==> src/rtl/group_stop_defs.svh <==
// Constants for the group stop interlock: timing counts and encodings.
// Assumes a 50 MHz core clock; included by the package and the design.
`ifndef GROUP_STOP_DEFS_SVH
`define GROUP_STOP_DEFS_SVH

`define CLK_PERIOD_NS 20
// Indicator flash half-period in ms, and derived cycle count
`define FLASH_HALF_MS 250
`define FLASH_HALF_CYC ((`FLASH_HALF_MS * 1000000) / `CLK_PERIOD_NS)
`define FLASH_CNT_W 24
// Group status encodings reported to the supervisory controller
`define GSTAT_STARTED 2'h0
`define GSTAT_STOP_ACTIVE 2'h1
`define GSTAT_AWAIT_START 2'h2
// Output register command bits
`define CMD_STOP_BIT 0
`define CMD_START_BIT 1
// Communication-loss setting: 0 forces outputs off, 1 holds last state
`define COMLOSS_OFF 1'h0
`define COMLOSS_HOLD 1'h1

`endif

==> src/rtl/group_stop_pkg.sv <==
// Types for the group stop interlock.
// Assumes group_stop_defs.svh is on the include path.
`include "group_stop_defs.svh"

package group_stop_pkg;

	// Stop causes collected from the module and the network side
	typedef struct packed {
		logic [1:0] btn_left_n;  // Left port contact pair, low = open
		logic [1:0] btn_right_n; // Right port contact pair, low = open
		logic peer_stop;         // Stop received from either ring
		logic member_missing;    // A configured member is absent
		logic member_unpowered;  // A member lost power
		logic ctrl_conn_lost;    // Established controller link dropped
	} stop_cause_type;

	// Indicator drive: motor, sensor, control red LEDs plus the others
	typedef struct packed {
		logic motor_red;
		logic sensor_red;
		logic control_red;
		logic link;
		logic network;
		logic status;
	} led_type;

	typedef enum logic [1:0] {
		ST_STARTED = 2'b00,
		ST_STOP_ACTIVE = 2'b01,
		ST_AWAIT_START = 2'b10
	} group_state_type;

endpackage : group_stop_pkg

==> src/rtl/group_stop_interlock.sv <==
// Group stop interlock for one conveyor motor controller module.
// Assumes synchronous inputs on core_clk_i, configuration held stable.
//
// Functional notes
// - Any open contact of an assigned button raises stop on both rings.
// - Controller stop to any one member stops the whole group.
// - A missing configured member stops the whole group.
// - Loss of an established controller connection stops the group.
// - Power loss of any member is treated as stop by others.
// - During stop the non-I/O variant flashes motor, sensor, control red; others unchanged.
// - Control port output of the assigned button toggles during stop.
// - I/O variant flashes module and network status red during stop.
// - One status input register and one command output register exist.
// - Each connected member reports status and takes commands alone.
// - Stop inhibits motor rotation on both ports in every mode.
// - During stop in controller I/O mode non-button outputs go off or hold per setting.
// - State distinguishes stop active, awaiting start, and started.
`timescale 1ns/1ns
`include "group_stop_defs.svh"

module group_stop_interlock
(
	input wire logic core_clk_i, // 50 MHz core clock
	input wire logic rst_b_i, // Synchronous reset, active low
	input wire group_stop_pkg::stop_cause_type cause_i, // Stop causes
	input wire logic btn_left_en_i, // Stop button assigned to left port
	input wire logic btn_right_en_i, // Stop button assigned to right port
	input wire logic start_btn_i, // Local start push-button, high = press
	input wire logic io_variant_i, // Module is the network I/O variant
	input wire logic ctrl_io_mode_i, // Module in controller_io_mode
	input wire logic zone_accumulation_mode_i, // Module in accumulation mode
	input wire logic comloss_hold_i, // Comm-loss setting, 1 = hold
	input wire logic ctrl_conn_up_i, // Controller instance link is up
	input wire logic [1:0] ctrl_cmd_i, // Controller command register
	input wire logic ctrl_cmd_wr_i, // Command register write strobe
	input wire logic peer_start_i, // Start received from either ring
	input wire logic [1:0] motor_run_req_i, // Motor run from mode logic
	input wire logic [1:0] dout_req_i, // Control port outputs from mode
	input wire group_stop_pkg::led_type led_req_i, // Normal LED drive
	input wire logic [1:0] netio_led_req_i, // I/O variant mod/net red
	output group_stop_pkg::group_state_type state_o, // Group state
	output logic [1:0] ctrl_status_o, // Controller status register
	output logic ring_stop_o, // Stop message to both rings
	output logic ring_start_o, // Start message to both rings
	output logic [1:0] motor_run_o, // Gated motor run per port
	output logic [1:0] dout_o, // Control port outputs, left/right
	output group_stop_pkg::led_type led_o, // LED drive
	output logic [1:0] netio_led_o // I/O variant mod/net red LEDs
);
	import group_stop_pkg::*;

	group_state_type state_reg;
	group_state_type state_next;
	logic [`FLASH_CNT_W-1:0] flash_cnt_reg;
	logic flash_reg;
	logic [1:0] dout_hold_reg;
	logic conn_seen_reg;
	logic ctrl_stop_reg;
	logic cause_present;
	logic local_btn_stop;
	logic start_cmd;
	logic stopped;

	// True when either contact of an enabled button is open
	function automatic logic btn_open(input logic en, input logic [1:0] c_n);
		btn_open = en & ~(&c_n);
	endfunction : btn_open

	// Both contacts are read so a single welded contact still trips
	assign local_btn_stop = btn_open(btn_left_en_i, cause_i.btn_left_n) |
		btn_open(btn_right_en_i, cause_i.btn_right_n);

	// Controller link: remember it was established so a drop is a cause
	always_ff @(posedge core_clk_i)
	begin
		if (!rst_b_i)
			conn_seen_reg <= 1'b0;
		else if (ctrl_conn_up_i)
			conn_seen_reg <= 1'b1;
		else if (start_cmd && state_reg == ST_AWAIT_START)
			conn_seen_reg <= 1'b0; // Lost link acknowledged by start
	end

	// Controller stop is latched until a controller start; commands need a link
	always_ff @(posedge core_clk_i)
	begin
		if (!rst_b_i)
			ctrl_stop_reg <= 1'b0;
		else if (ctrl_cmd_wr_i && ctrl_conn_up_i &&
			ctrl_cmd_i[`CMD_STOP_BIT])
			ctrl_stop_reg <= 1'b1;
		else if (ctrl_cmd_wr_i && ctrl_conn_up_i &&
			ctrl_cmd_i[`CMD_START_BIT])
			ctrl_stop_reg <= 1'b0;
	end

	// Every cause that keeps the group stopped
	assign cause_present = local_btn_stop | ctrl_stop_reg |
		cause_i.peer_stop |
		cause_i.member_missing |
		(conn_seen_reg & ~ctrl_conn_up_i) | cause_i.ctrl_conn_lost |
		cause_i.member_unpowered;

	// Start from local button, peer ring, or the controller register
	assign start_cmd = start_btn_i | peer_start_i |
		(ctrl_cmd_wr_i & ctrl_conn_up_i & ctrl_cmd_i[`CMD_START_BIT] &
		~ctrl_cmd_i[`CMD_STOP_BIT]);

	// Group state; a start seen while a cause persists is ignored
	always_comb
	begin
		state_next = state_reg;
		case (state_reg)
			ST_STARTED:
				if (cause_present)
					state_next = ST_STOP_ACTIVE;
			ST_STOP_ACTIVE:
				if (!cause_present)
					state_next = ST_AWAIT_START;
			ST_AWAIT_START:
				if (cause_present)
					state_next = ST_STOP_ACTIVE;
				else if (start_cmd)
					state_next = ST_STARTED;
			default:
				state_next = ST_STOP_ACTIVE;
		endcase
	end

	// Reset enters stop-active so power-up never starts motors unasked
	always_ff @(posedge core_clk_i)
	begin
		if (!rst_b_i)
			state_reg <= ST_STOP_ACTIVE;
		else
			state_reg <= state_next;
	end

	assign stopped = (state_reg != ST_STARTED);

	// Flash timer runs only while stopped, so the first phase is full
	always_ff @(posedge core_clk_i)
	begin
		if (!rst_b_i || !stopped)
		begin
			flash_cnt_reg <= '0;
			flash_reg <= 1'b0;
		end
		else if (flash_cnt_reg == `FLASH_CNT_W'(`FLASH_HALF_CYC - 1))
		begin
			flash_cnt_reg <= '0;
			flash_reg <= ~flash_reg;
		end
		else
			flash_cnt_reg <= flash_cnt_reg + `FLASH_CNT_W'(1);
	end

	// Last output values captured while running, for hold behaviour
	always_ff @(posedge core_clk_i)
	begin
		if (!rst_b_i)
			dout_hold_reg <= 2'h0;
		else if (!stopped)
			dout_hold_reg <= dout_req_i;
	end

	// Registered outputs toward motors, rings and controller
	always_ff @(posedge core_clk_i)
	begin
		if (!rst_b_i)
		begin
			state_o <= ST_STOP_ACTIVE;
			ctrl_status_o <= `GSTAT_STOP_ACTIVE;
			ring_stop_o <= 1'b0;
			ring_start_o <= 1'b0;
			motor_run_o <= 2'h0;
		end
		else
		begin
			state_o <= state_next;
			case (state_next)
				ST_STARTED: ctrl_status_o <= `GSTAT_STARTED;
				ST_AWAIT_START: ctrl_status_o <= `GSTAT_AWAIT_START;
				default: ctrl_status_o <= `GSTAT_STOP_ACTIVE;
			endcase
			// Broadcast every own cause, not echoes from the rings
			ring_stop_o <= local_btn_stop | ctrl_stop_reg |
				cause_i.member_missing | cause_i.ctrl_conn_lost |
				(conn_seen_reg & ~ctrl_conn_up_i) |
				cause_i.member_unpowered;
			ring_start_o <= start_btn_i | (ctrl_cmd_wr_i & ctrl_conn_up_i &
				ctrl_cmd_i[`CMD_START_BIT]);
			// Mode is irrelevant: stop blocks accumulation and I/O modes
			motor_run_o <= (state_next == ST_STARTED) ?
				motor_run_req_i : 2'h0;
		end
	end

	// Control outputs: button ports toggle, others follow the mode
	always_ff @(posedge core_clk_i)
	begin
		if (!rst_b_i)
			dout_o <= 2'h0;
		else if (!stopped)
			dout_o <= dout_req_i;
		else
		begin
			if (btn_left_en_i)
				dout_o[0] <= flash_reg;
			else if (ctrl_io_mode_i && comloss_hold_i == `COMLOSS_HOLD)
				dout_o[0] <= dout_hold_reg[0];
			else if (ctrl_io_mode_i)
				dout_o[0] <= 1'b0;
			else
				dout_o[0] <= zone_accumulation_mode_i ? 1'b0 : dout_req_i[0];
			if (btn_right_en_i)
				dout_o[1] <= flash_reg;
			else if (ctrl_io_mode_i && comloss_hold_i == `COMLOSS_HOLD)
				dout_o[1] <= dout_hold_reg[1];
			else if (ctrl_io_mode_i)
				dout_o[1] <= 1'b0;
			else
				dout_o[1] <= zone_accumulation_mode_i ? 1'b0 : dout_req_i[1];
		end
	end

	// Indicators; link, network and status pass untouched
	always_ff @(posedge core_clk_i)
	begin
		if (!rst_b_i)
		begin
			led_o <= '0;
			netio_led_o <= 2'h0;
		end
		else if (stopped && !io_variant_i)
		begin
			led_o <= led_req_i;
			led_o.motor_red <= flash_reg;
			led_o.sensor_red <= flash_reg;
			led_o.control_red <= flash_reg;
			netio_led_o <= netio_led_req_i;
		end
		else if (stopped)
		begin
			led_o <= led_req_i;
			netio_led_o <= {flash_reg, flash_reg};
		end
		else
		begin
			led_o <= led_req_i;
			netio_led_o <= netio_led_req_i;
		end
	end

endmodule : group_stop_interlock

==> config.mk <==
export PLATFORM = sky130hd
export DESIGN_NAME = group_stop_interlock
export DESIGN_NICKNAME = d
export VERILOG_FILES = /design/src/rtl/group_stop_pkg.sv /design/src/rtl/group_stop_interlock.sv
export VERILOG_INCLUDE_DIRS = /design/src /design/src/rtl
export SDC_FILE = /design/constraint.sdc
export NUM_CORES = 1
export LEC_CHECK = 0
export BUFFER_PORTS_ARGS = -buffer_cell sky130_fd_sc_hd__clkbuf_2
export CAP_MARGIN = 25
export CORE_MARGIN = 10
export CORE_UTILIZATION = 39
export CTS_CLUSTER_DIAMETER = 60
export DETAILED_ROUTE_END_ITERATION = 10
export PLACE_DENSITY = 0.65
export SETUP_SLACK_MARGIN = 0.05
export SLEW_MARGIN = 30
export SYNTH_ARGS = -nofsm -noshare
export SYNTH_HDL_FRONTEND = slang
export SYNTH_SLANG_ARGS = --single-unit
==> constraint.sdc <==
create_clock -name core_clk_i -period 2 [get_ports core_clk_i]
set_input_delay 0.1 -clock core_clk_i [delete_from_list [all_inputs] [get_ports core_clk_i]]
set_output_delay 0.1 -clock core_clk_i [all_outputs]
set_load 0.02 [all_outputs]
# Word level (Yosys, flattened, before mapping)
# Cells that the tools add are included.
# W data, S select, Z words.
dict set report totals {
  register_bits 47
  input_bits 34
  word_cells 89
}
dict set report classes {
  addsub 1
  eq_ne 4
  mux 22
  bitwise 25
  reduce_logical 19
}
# op n
set ops {}
lappend ops {{$add A24 B1 Y24 const B} 1}
lappend ops {{$eq A24 B24 Y1 const B} 1}
lappend ops {{$mux W2} 7}
lappend ops {{$or A1 B1 Y1} 14}
lappend ops {{$mux W1} 12}
lappend ops {{$and A1 B1 Y1} 6}
lappend ops {{$logic_and A1 B1 Y1} 6}
lappend ops {{$mux W6} 1}
lappend ops {{$pmux W2 S3} 1}
lappend ops {{$reduce_and A2 Y1} 3}
lappend ops {{$reduce_bool A2 Y1} 3}
lappend ops {{$not A1 Y1} 5}
lappend ops {{$eq A2 B2 Y1 const B} 2}
lappend ops {{$logic_not A2 Y1} 2}
lappend ops {{$pmux W2 S2} 1}
lappend ops {{$logic_not A1 Y1} 3}
lappend ops {{$eq A2 B1 Y1 const B} 1}
lappend ops {{$reduce_or A2 Y1} 1}
lappend ops {{$logic_or A1 B1 Y1} 1}

# Logic depth before layout (Yosys ltp)
# Gate-level depths: netlist of the first run.
dict set report depth {
  word_depth 14
  mapped_depth 7
}

# Worst setup path after synthesis of the first run
# No wires, ideal clock.
dict set report synth_timing {
  kind {register to register}
  start {register flash_cnt_reg[0]}
  end {register flash_cnt_reg[19]}
  t_arrival_ns 1.539
  required_ns 1.883
  slack_ns 0.344
  path_stages_with_launch 8
  period_less_slack_ns 1.656
  cell_sequence {dfxtp_1 ha_1 and4_1 nand3_1 or3_1 nand2_1 buf_2 nor2_1}
}
dict set report synth_via {
  elab_chain_len 2
  word_cells_on_any_way 3
}
# element line
set synth_rtl {}
lappend synth_rtl {{start, declared} group_stop_interlock.sv:54} ;# logic [`FLASH_CNT_W-1:0] flash_cnt_reg;
lappend synth_rtl {{start signal, assigned} group_stop_interlock.sv:155} ;# flash_cnt_reg <= flash_cnt_reg + `FLASH_CNT_W'(1);
lappend synth_rtl {{branches (longest 2 deep; another with $add A24 B1 Y24)} -}
# Parallel ways; which one is timed is not known.
# A chain may end at the register's enable or synchronous reset.

# Final worst setup path of the first run
dict set report layout_timing {
  start {register flash_cnt_reg[0]}
  end {register flash_cnt_reg[22]}
}
# The elaborated chain is that of the path after synthesis.

==> results.sh, run 1 <==
export IMPL_largest_register_ffs=24
export IMPL_grt_usage=0.1114
export IMPL_ir_drop_mv=0.3737
export IMPL_portBuffers=51
export IMPL_synthAdderAreaFrac=0.006394
export IMPL_finalSetupViolations=0
export IMPL_drtIter0Drc=66
export IMPL_crit_arrival_ns=1.97
export IMPL_start_util=0.4089
export IMPL_syn_inst=218
export IMPL_synth_flop_cell="dfxtp_1"
export IMPL_fmax_ghz=0.5646
export IMPL_cts_root_buf="clkbuf_8"
export IMPL_grt_max_degree=22
export IMPL_synth_simple_area_share=0.2724
export IMPL_yosysWarnings=0
export IMPL_hold_violations=0
export IMPL_critPathRequiredTime_ns=2.20
export IMPL_setup_tns_ns=0
export IMPL_async_flop_share=0
export IMPL_overflow=0
export IMPL_path_max_fanout=21
export IMPL_timing_final_ws_setup_ns=0.2290
export IMPL_slew_violations=0
export IMPL_crit_type="flip-flop to flip-flop"
export IMPL_synth_top_family_by_area="simple AND/OR/NAND/NOR gates"
export IMPL_rsz0062_at_grt="false"
export IMPL_yosys_cell_types_count=38
export IMPL_vias_per_cell=4.843
export IMPL_clkLatencyLatePin_ns=0.30
export IMPL_die_w_um=90.84
export IMPL_cts_tree="done"
export IMPL_cts_buffer_depth=2
export IMPL_synth_xor_area_frac=0.09847
export IMPL_place_worst_setup_slack_ns=0.1937
export IMPL_cts_resized_gates=0
export IMPL_tightest_slew_ns=0.4469
export IMPL_synth_fp_nets=253
export IMPL_skew_ns=0.005951
export IMPL_diodes=0
export IMPL_finalCritPeriodShare=0.8855
export IMPL_path_clk_slew_ns=0.09
export IMPL_drive_gt1_frac=0.2554
export IMPL_num_io_pins=52
export IMPL_num_vias=1671
export IMPL_ys_seq_area_frac=0.4706
export IMPL_dieArea_mm2=0.008251
export IMPL_antenna_left=0
export IMPL_status="finished clean"
export IMPL_synthToLayoutAreaGrowth_pct=25.83
export IMPL_cts_sinks=46
export IMPL_nets=312
export IMPL_power_leakage_nw=0.9823
export IMPL_drc_errors=0
export IMPL_syn_avg_cell_area_um2=8.977
export IMPL_power_density_mw_per_mm2=719.4
export IMPL_end_kind="flip-flop"
export IMPL_ys_seq_elements=46
export IMPL_grt_pass1_vias=1791
export IMPL_rows=25
export IMPL_antenna_found_initial=0
export IMPL_wire_per_inst_um=12.48
export IMPL_routed_wl_um=4304
export IMPL_synth_edff_count=0
export IMPL_reg2reg_slack_ns=0.23
export IMPL_startpoint_type="flip-flop"
export IMPL_fin_util=0.5145
export IMPL_synthMuxAreaShare=0.005115
export IMPL_slew_headroom=0.7010
export IMPL_h_tree_depth=2
export IMPL_holdCritPathClass="primary input to flip-flop"
export IMPL_gp_congestion=0.7911
export IMPL_fin_crit_ns=1.771
export IMPL_grt_pass1_wl_um=7769
export IMPL_fp_dieH_um=90.84
export IMPL_dr_pass1_iters=4
export IMPL_cap_viol_max_count=0
export IMPL_core_area_mm2=0.004786
export IMPL_synth_compound_area_frac=0.1157
export IMPL_numCtsBuffers=5
export IMPL_syn_area_mm2=0.001957
export IMPL_hpwlAfterDp_um=3274
==> report_power, final <==
| part | internal (mW) | total, mW | leakage, nW | switching (mW) |
|---|---|---|---|---|
| clock | 0.374 | 0.697 | 0.0585 | 0.323 |
| sequential | 0.934 | 0.945 | 0.374 | 0.0104 |
| combinational | 0.0647 | 0.130 | 0.550 | 0.0648 |
==> cell usage in the layout, fill, tap and decap left out, types with 3 or more instances in the layout <==
master	count
inv_1	6
a21boi_0	13
nor2_1	36
nand2_1	17
nor3_1	5
o21ai_0	12
clkbuf_8	5
dfxtp_1	46
nand3_1	12
buf_4	3
nor4_1	3
and2_1	3
nand4_1	5
dlygate4sd3_1	5
clkbuf_2	51
and3_1	3
xor2_1	6
xnor2_1	16
==> cell families after synthesis <==
| group | after synthesis |
|---|---|
| AOI/OAI and AO/OA | 32 |
| DFF | 46 |
| buffers and inverters | 14 |
| muxes | 1 |
| adders and majority gates | 1 |
| xor gates and xnor gates | 22 |
| and+or+nand+nor | 102 |
==> critical path, cell delays in order (launching register included) <==
cell and delay, ns:
dfxtp_1 0.36, ha_1 0.23, and4_1 0.25, nand3_1 0.08, or3_1 0.39, nand2_1 0.14
buf_12 0.16, nor2_1 0.06
==> worst paths after layout <==
kind	from	end	cells after the start
worst max-delay path	flash_cnt_reg[0]$_SDFF_PP0_	flash_cnt_reg[22]$_SDFF_PP0_	7
worst min-delay path	start_btn_i	ring_start_o$_SDFF_PN0_	3
worst max register to register	flash_cnt_reg[0]$_SDFF_PP0_	flash_cnt_reg[22]$_SDFF_PP0_	7
worst min register to register	flash_cnt_reg[0]$_SDFF_PP0_	flash_cnt_reg[0]$_SDFF_PP0_	1
==> routing by layer <==
metal	vias up	wire [µm]	GRT usage	part of all wire
met3	10	273	0.04239	0.063
met2	52	1982	0.1851	0.46
met5	-	0	0	0
li1	857	-	-	-
met4	0	78	0.04700	0.018
met1	752	1969	0.1245	0.46
==> cell usage after synthesis (2+ instances only) <==
cell | n | share of area
dfxtp_1 | 46 | 0.47
nor2_1 | 36 | 0.069
nand2_1 | 17 | 0.033
xnor2_1 | 16 | 0.072
a21boi_0 | 13 | 0.050
nand3_1 | 12 | 0.031
o21ai_0 | 12 | 0.031
inv_1 | 6 | 0.012
xor2_1 | 6 | 0.027
nand4_1 | 5 | 0.016
nor3_1 | 5 | 0.013
buf_2 | 4 | 0.010
and2_1 | 3 | 0.0096
and3_1 | 3 | 0.0096
clkbuf_1 | 3 | 0.0058
nor4_1 | 3 | 0.0096
a31oi_1 | 2 | 0.0064
and4_1 | 2 | 0.0090
nor2_2 | 2 | 0.0064
nor2b_1 | 2 | 0.0064
nor3b_1 | 2 | 0.0077
or3_1 | 2 | 0.0064
==> what timing repair did <==
action,CTS,global route
hold endpoints to repair,5,0
buffers inserted,0,1
hold buffers,5,0
endpoints found under the setup margin,0,2
==> layout make-up <==
type | count | area (µm²)
clock buffers | 5 | 68.82
clock inverters | 3 | 43.79
fillers | 464 | 2323
inverters | 6 | 22.52
multi-input cells | 158 | 974.7
flip-flops and latches | 46 | 920.9
well taps | 67 | 83.83
repair buffers | 60 | 347.8
==> stage by stage <==
step | hold WS [ns] | power, mW | cells | area, µm²
6_report | 0.02501 | 1.771 | 345 | 2462
5_1_grt | 0.04096 | 1.851 | 345 | 2462
4_1_cts | 0.01509 | 1.800 | 344 | 2455
3_5_place_dp | 0.3120 | 1.090 | 331 | 2292
3_3_place_gp | 0.3081 | 1.087 | 331 | 2292
2_1_floorplan | 0.2250 | 1.028 | 218 | 1957
(Power assumes the default switching activity.)
==> run 2: changes to the inputs <==
==> constraint.sdc (replaced) <==
create_clock -name core_clk_i -period 2 [get_ports core_clk_i]
set_input_delay 0.4 -clock core_clk_i [delete_from_list [all_inputs] [get_ports core_clk_i]]
set_output_delay 0.4 -clock core_clk_i [all_outputs]
set_load 0.02 [all_outputs]
==> run 2 against run 1 <==
Routed wire length down 0.84%. Fmax rose by 1.6%. Largest power group unchanged. Power decreased by 5.9%. Count of clock-buffer cells in the layout rose by 1. Via count fell by 3.0%. Critical path depth is 2 lower. Sequential power about the same. Highest routed layer unchanged.
==> results.sh, run 2 (synthesis results as in run 1) <==
export IMPL_start_util=0.4089
export IMPL_grt_max_degree=22
export IMPL_cts_tree="done"
export IMPL_num_io_pins=52
export IMPL_slew_violations=0
export IMPL_crit_family="simple AND/OR/NAND/NOR gates"
export IMPL_cts_buffer_depth=2
export IMPL_portBuffers=51
export IMPL_hpwlAfterDp_um=3286
export IMPL_path_clk_slew_ns=0.08
export IMPL_clkLatencyLatePin_ns=0.30
export IMPL_finalSetupViolations=0
export IMPL_cp_num_buf_inv=0
export IMPL_drive_gt1_frac=0.2674
export IMPL_finalCritPeriodShare=0.8713
export IMPL_antenna_found_initial=0
export IMPL_final_common_cell="clkbuf_2"
export IMPL_dp_cells=331
export IMPL_diodes=0
export IMPL_holdWs_ns=0.2983
export IMPL_critPathMaxStageDelay_ns=0.54
export IMPL_crit_type="flip-flop to flip-flop"
export IMPL_drtIter0Drc=87
export IMPL_power_density_mw_per_mm2=692.9
export IMPL_h_tree_depth=2
export IMPL_fmax_ghz=0.5739
export IMPL_grt_pass1_vias=1648
export IMPL_largest_register_ffs=24
export IMPL_drc_errors=0
export IMPL_crit_chain="or4_4 > a2111oi_4 > nand4b_2 > nand2b_4 > nor2_2"
export IMPL_stdcell_count=340
export IMPL_rsz0062_at_grt="false"
export IMPL_wire_per_inst_um=12.55
export IMPL_rows=25
export IMPL_synthToLayoutAreaGrowth_pct=22.89
export IMPL_overflow=0
export IMPL_power_leakage_nw=0.9541
export IMPL_gp_congestion=0.7627
export IMPL_cts_sinks=46
export IMPL_grt_usage=0.1100
export IMPL_timing_final_ws_setup_ns=0.2574
export IMPL_ir_drop_mv=0.3467
export IMPL_routed_wl_um=4268
export IMPL_tightest_slew_ns=0.4461
export IMPL_crit_arrival_ns=1.99
export IMPL_fin_util=0.5025
export IMPL_cap_viol_max_count=0
export IMPL_fp_dieH_um=90.84
export IMPL_cts_hold_buffers=0
export IMPL_path_max_fanout=4
export IMPL_slowest_stage="or4_4"
export IMPL_antenna_left=0
export IMPL_hold_violations=0
export IMPL_cts_root_buf="clkbuf_8"
export IMPL_final_cell_mix="clkbuf_2 (51), dfxtp_1 (46), nor2_1 (36)"
export IMPL_setup_tns_ns=0
export IMPL_status="finished clean"
export IMPL_die_w_um=90.84
export IMPL_fin_crit_ns=1.743
export IMPL_vias_per_cell=4.768
export IMPL_dr_pass1_iters=4
export IMPL_slew_headroom=0.7015
export IMPL_nets=307
export IMPL_num_vias=1621
export IMPL_dieArea_mm2=0.008251
export IMPL_skew_ns=0.008067
export IMPL_numCtsBuffers=5
export IMPL_core_area_mm2=0.004786
export IMPL_place_worst_setup_slack_ns=0.1316
export IMPL_startpoint_type="flip-flop"
export IMPL_grt_pass1_wl_um=7569
export IMPL_critPathRequiredTime_ns=2.25
export IMPL_end_kind="flip-flop"
export IMPL_holdCritPathClass="primary input to flip-flop"
==> run 2: cell types whose count changed in the layout (fill, tap and decap cells not counted), sizes merged <==
cell,previous run,this run
bufinv,1,0
clkbuf,56,57
clkinvlp,0,1
dlygate4sd3,5,0
inv,7,6
==> run 2: metrics by stage <==
step	power [mW]	instance area, µm²
3_5_place_dp	1.091	2292
3_3_place_gp	1.089	2292
6_report	1.666	2405
4_1_cts	1.690	2387
2_1_floorplan	1.028	1957
5_1_grt	1.743	2405
==> run 2: final timing paths <==
path	end	depth (start not counted)	slack, ns	startpoint
min	led_o[2]$_SDFF_PN0_	2	0.30	led_req_i[2]
max	motor_run_o[1]$_SDFF_PN0_	5	0.26	ctrl_stop_reg$_SDFFE_PN0P_
max reg2reg	motor_run_o[1]$_SDFF_PN0_	5	0.26	ctrl_stop_reg$_SDFFE_PN0P_
min reg2reg	flash_cnt_reg[0]$_SDFF_PP0_	1	0.45	flash_cnt_reg[0]$_SDFF_PP0_
==> run 2: per-layer routing <==
metal	vias up	GRT usage	routed length (µm)
li1	848	-	-
met1	730	0.1253	1957
met2	38	0.1761	1974
met3	5	0.05154	294
met4	0	0.03916	42
met5	-	0	0
==> run 2: what timing repair did <==
| action | 4_1_cts | 5_1_grt |
|---|---|---|
| gates resized for setup | 0 | 2 |
| hold endpoints to repair | 0 | 0 |
| endpoints found under the setup margin | 0 | 18 |
| setup buffers | 0 | 1 |
==> run 2: power by group <==
part           leakage [nW]  switching, mW  internal, mW
logic                 0.533         0.0641        0.0593
clock network        0.0472          0.321         0.278
registers             0.374        0.00979         0.934
total                 0.954          0.395          1.27
==> run 2: layout make-up <==
class | instances | area [µm²]
clock buffers | 6 | 82.58
inverters | 6 | 22.52
well taps | 67 | 83.83
clock inverters | 2 | 12.51
repair buffers | 55 | 297.8
multi-input cells | 158 | 984.7
flip-flops and latches | 46 | 920.9
fillers | 460 | 2381
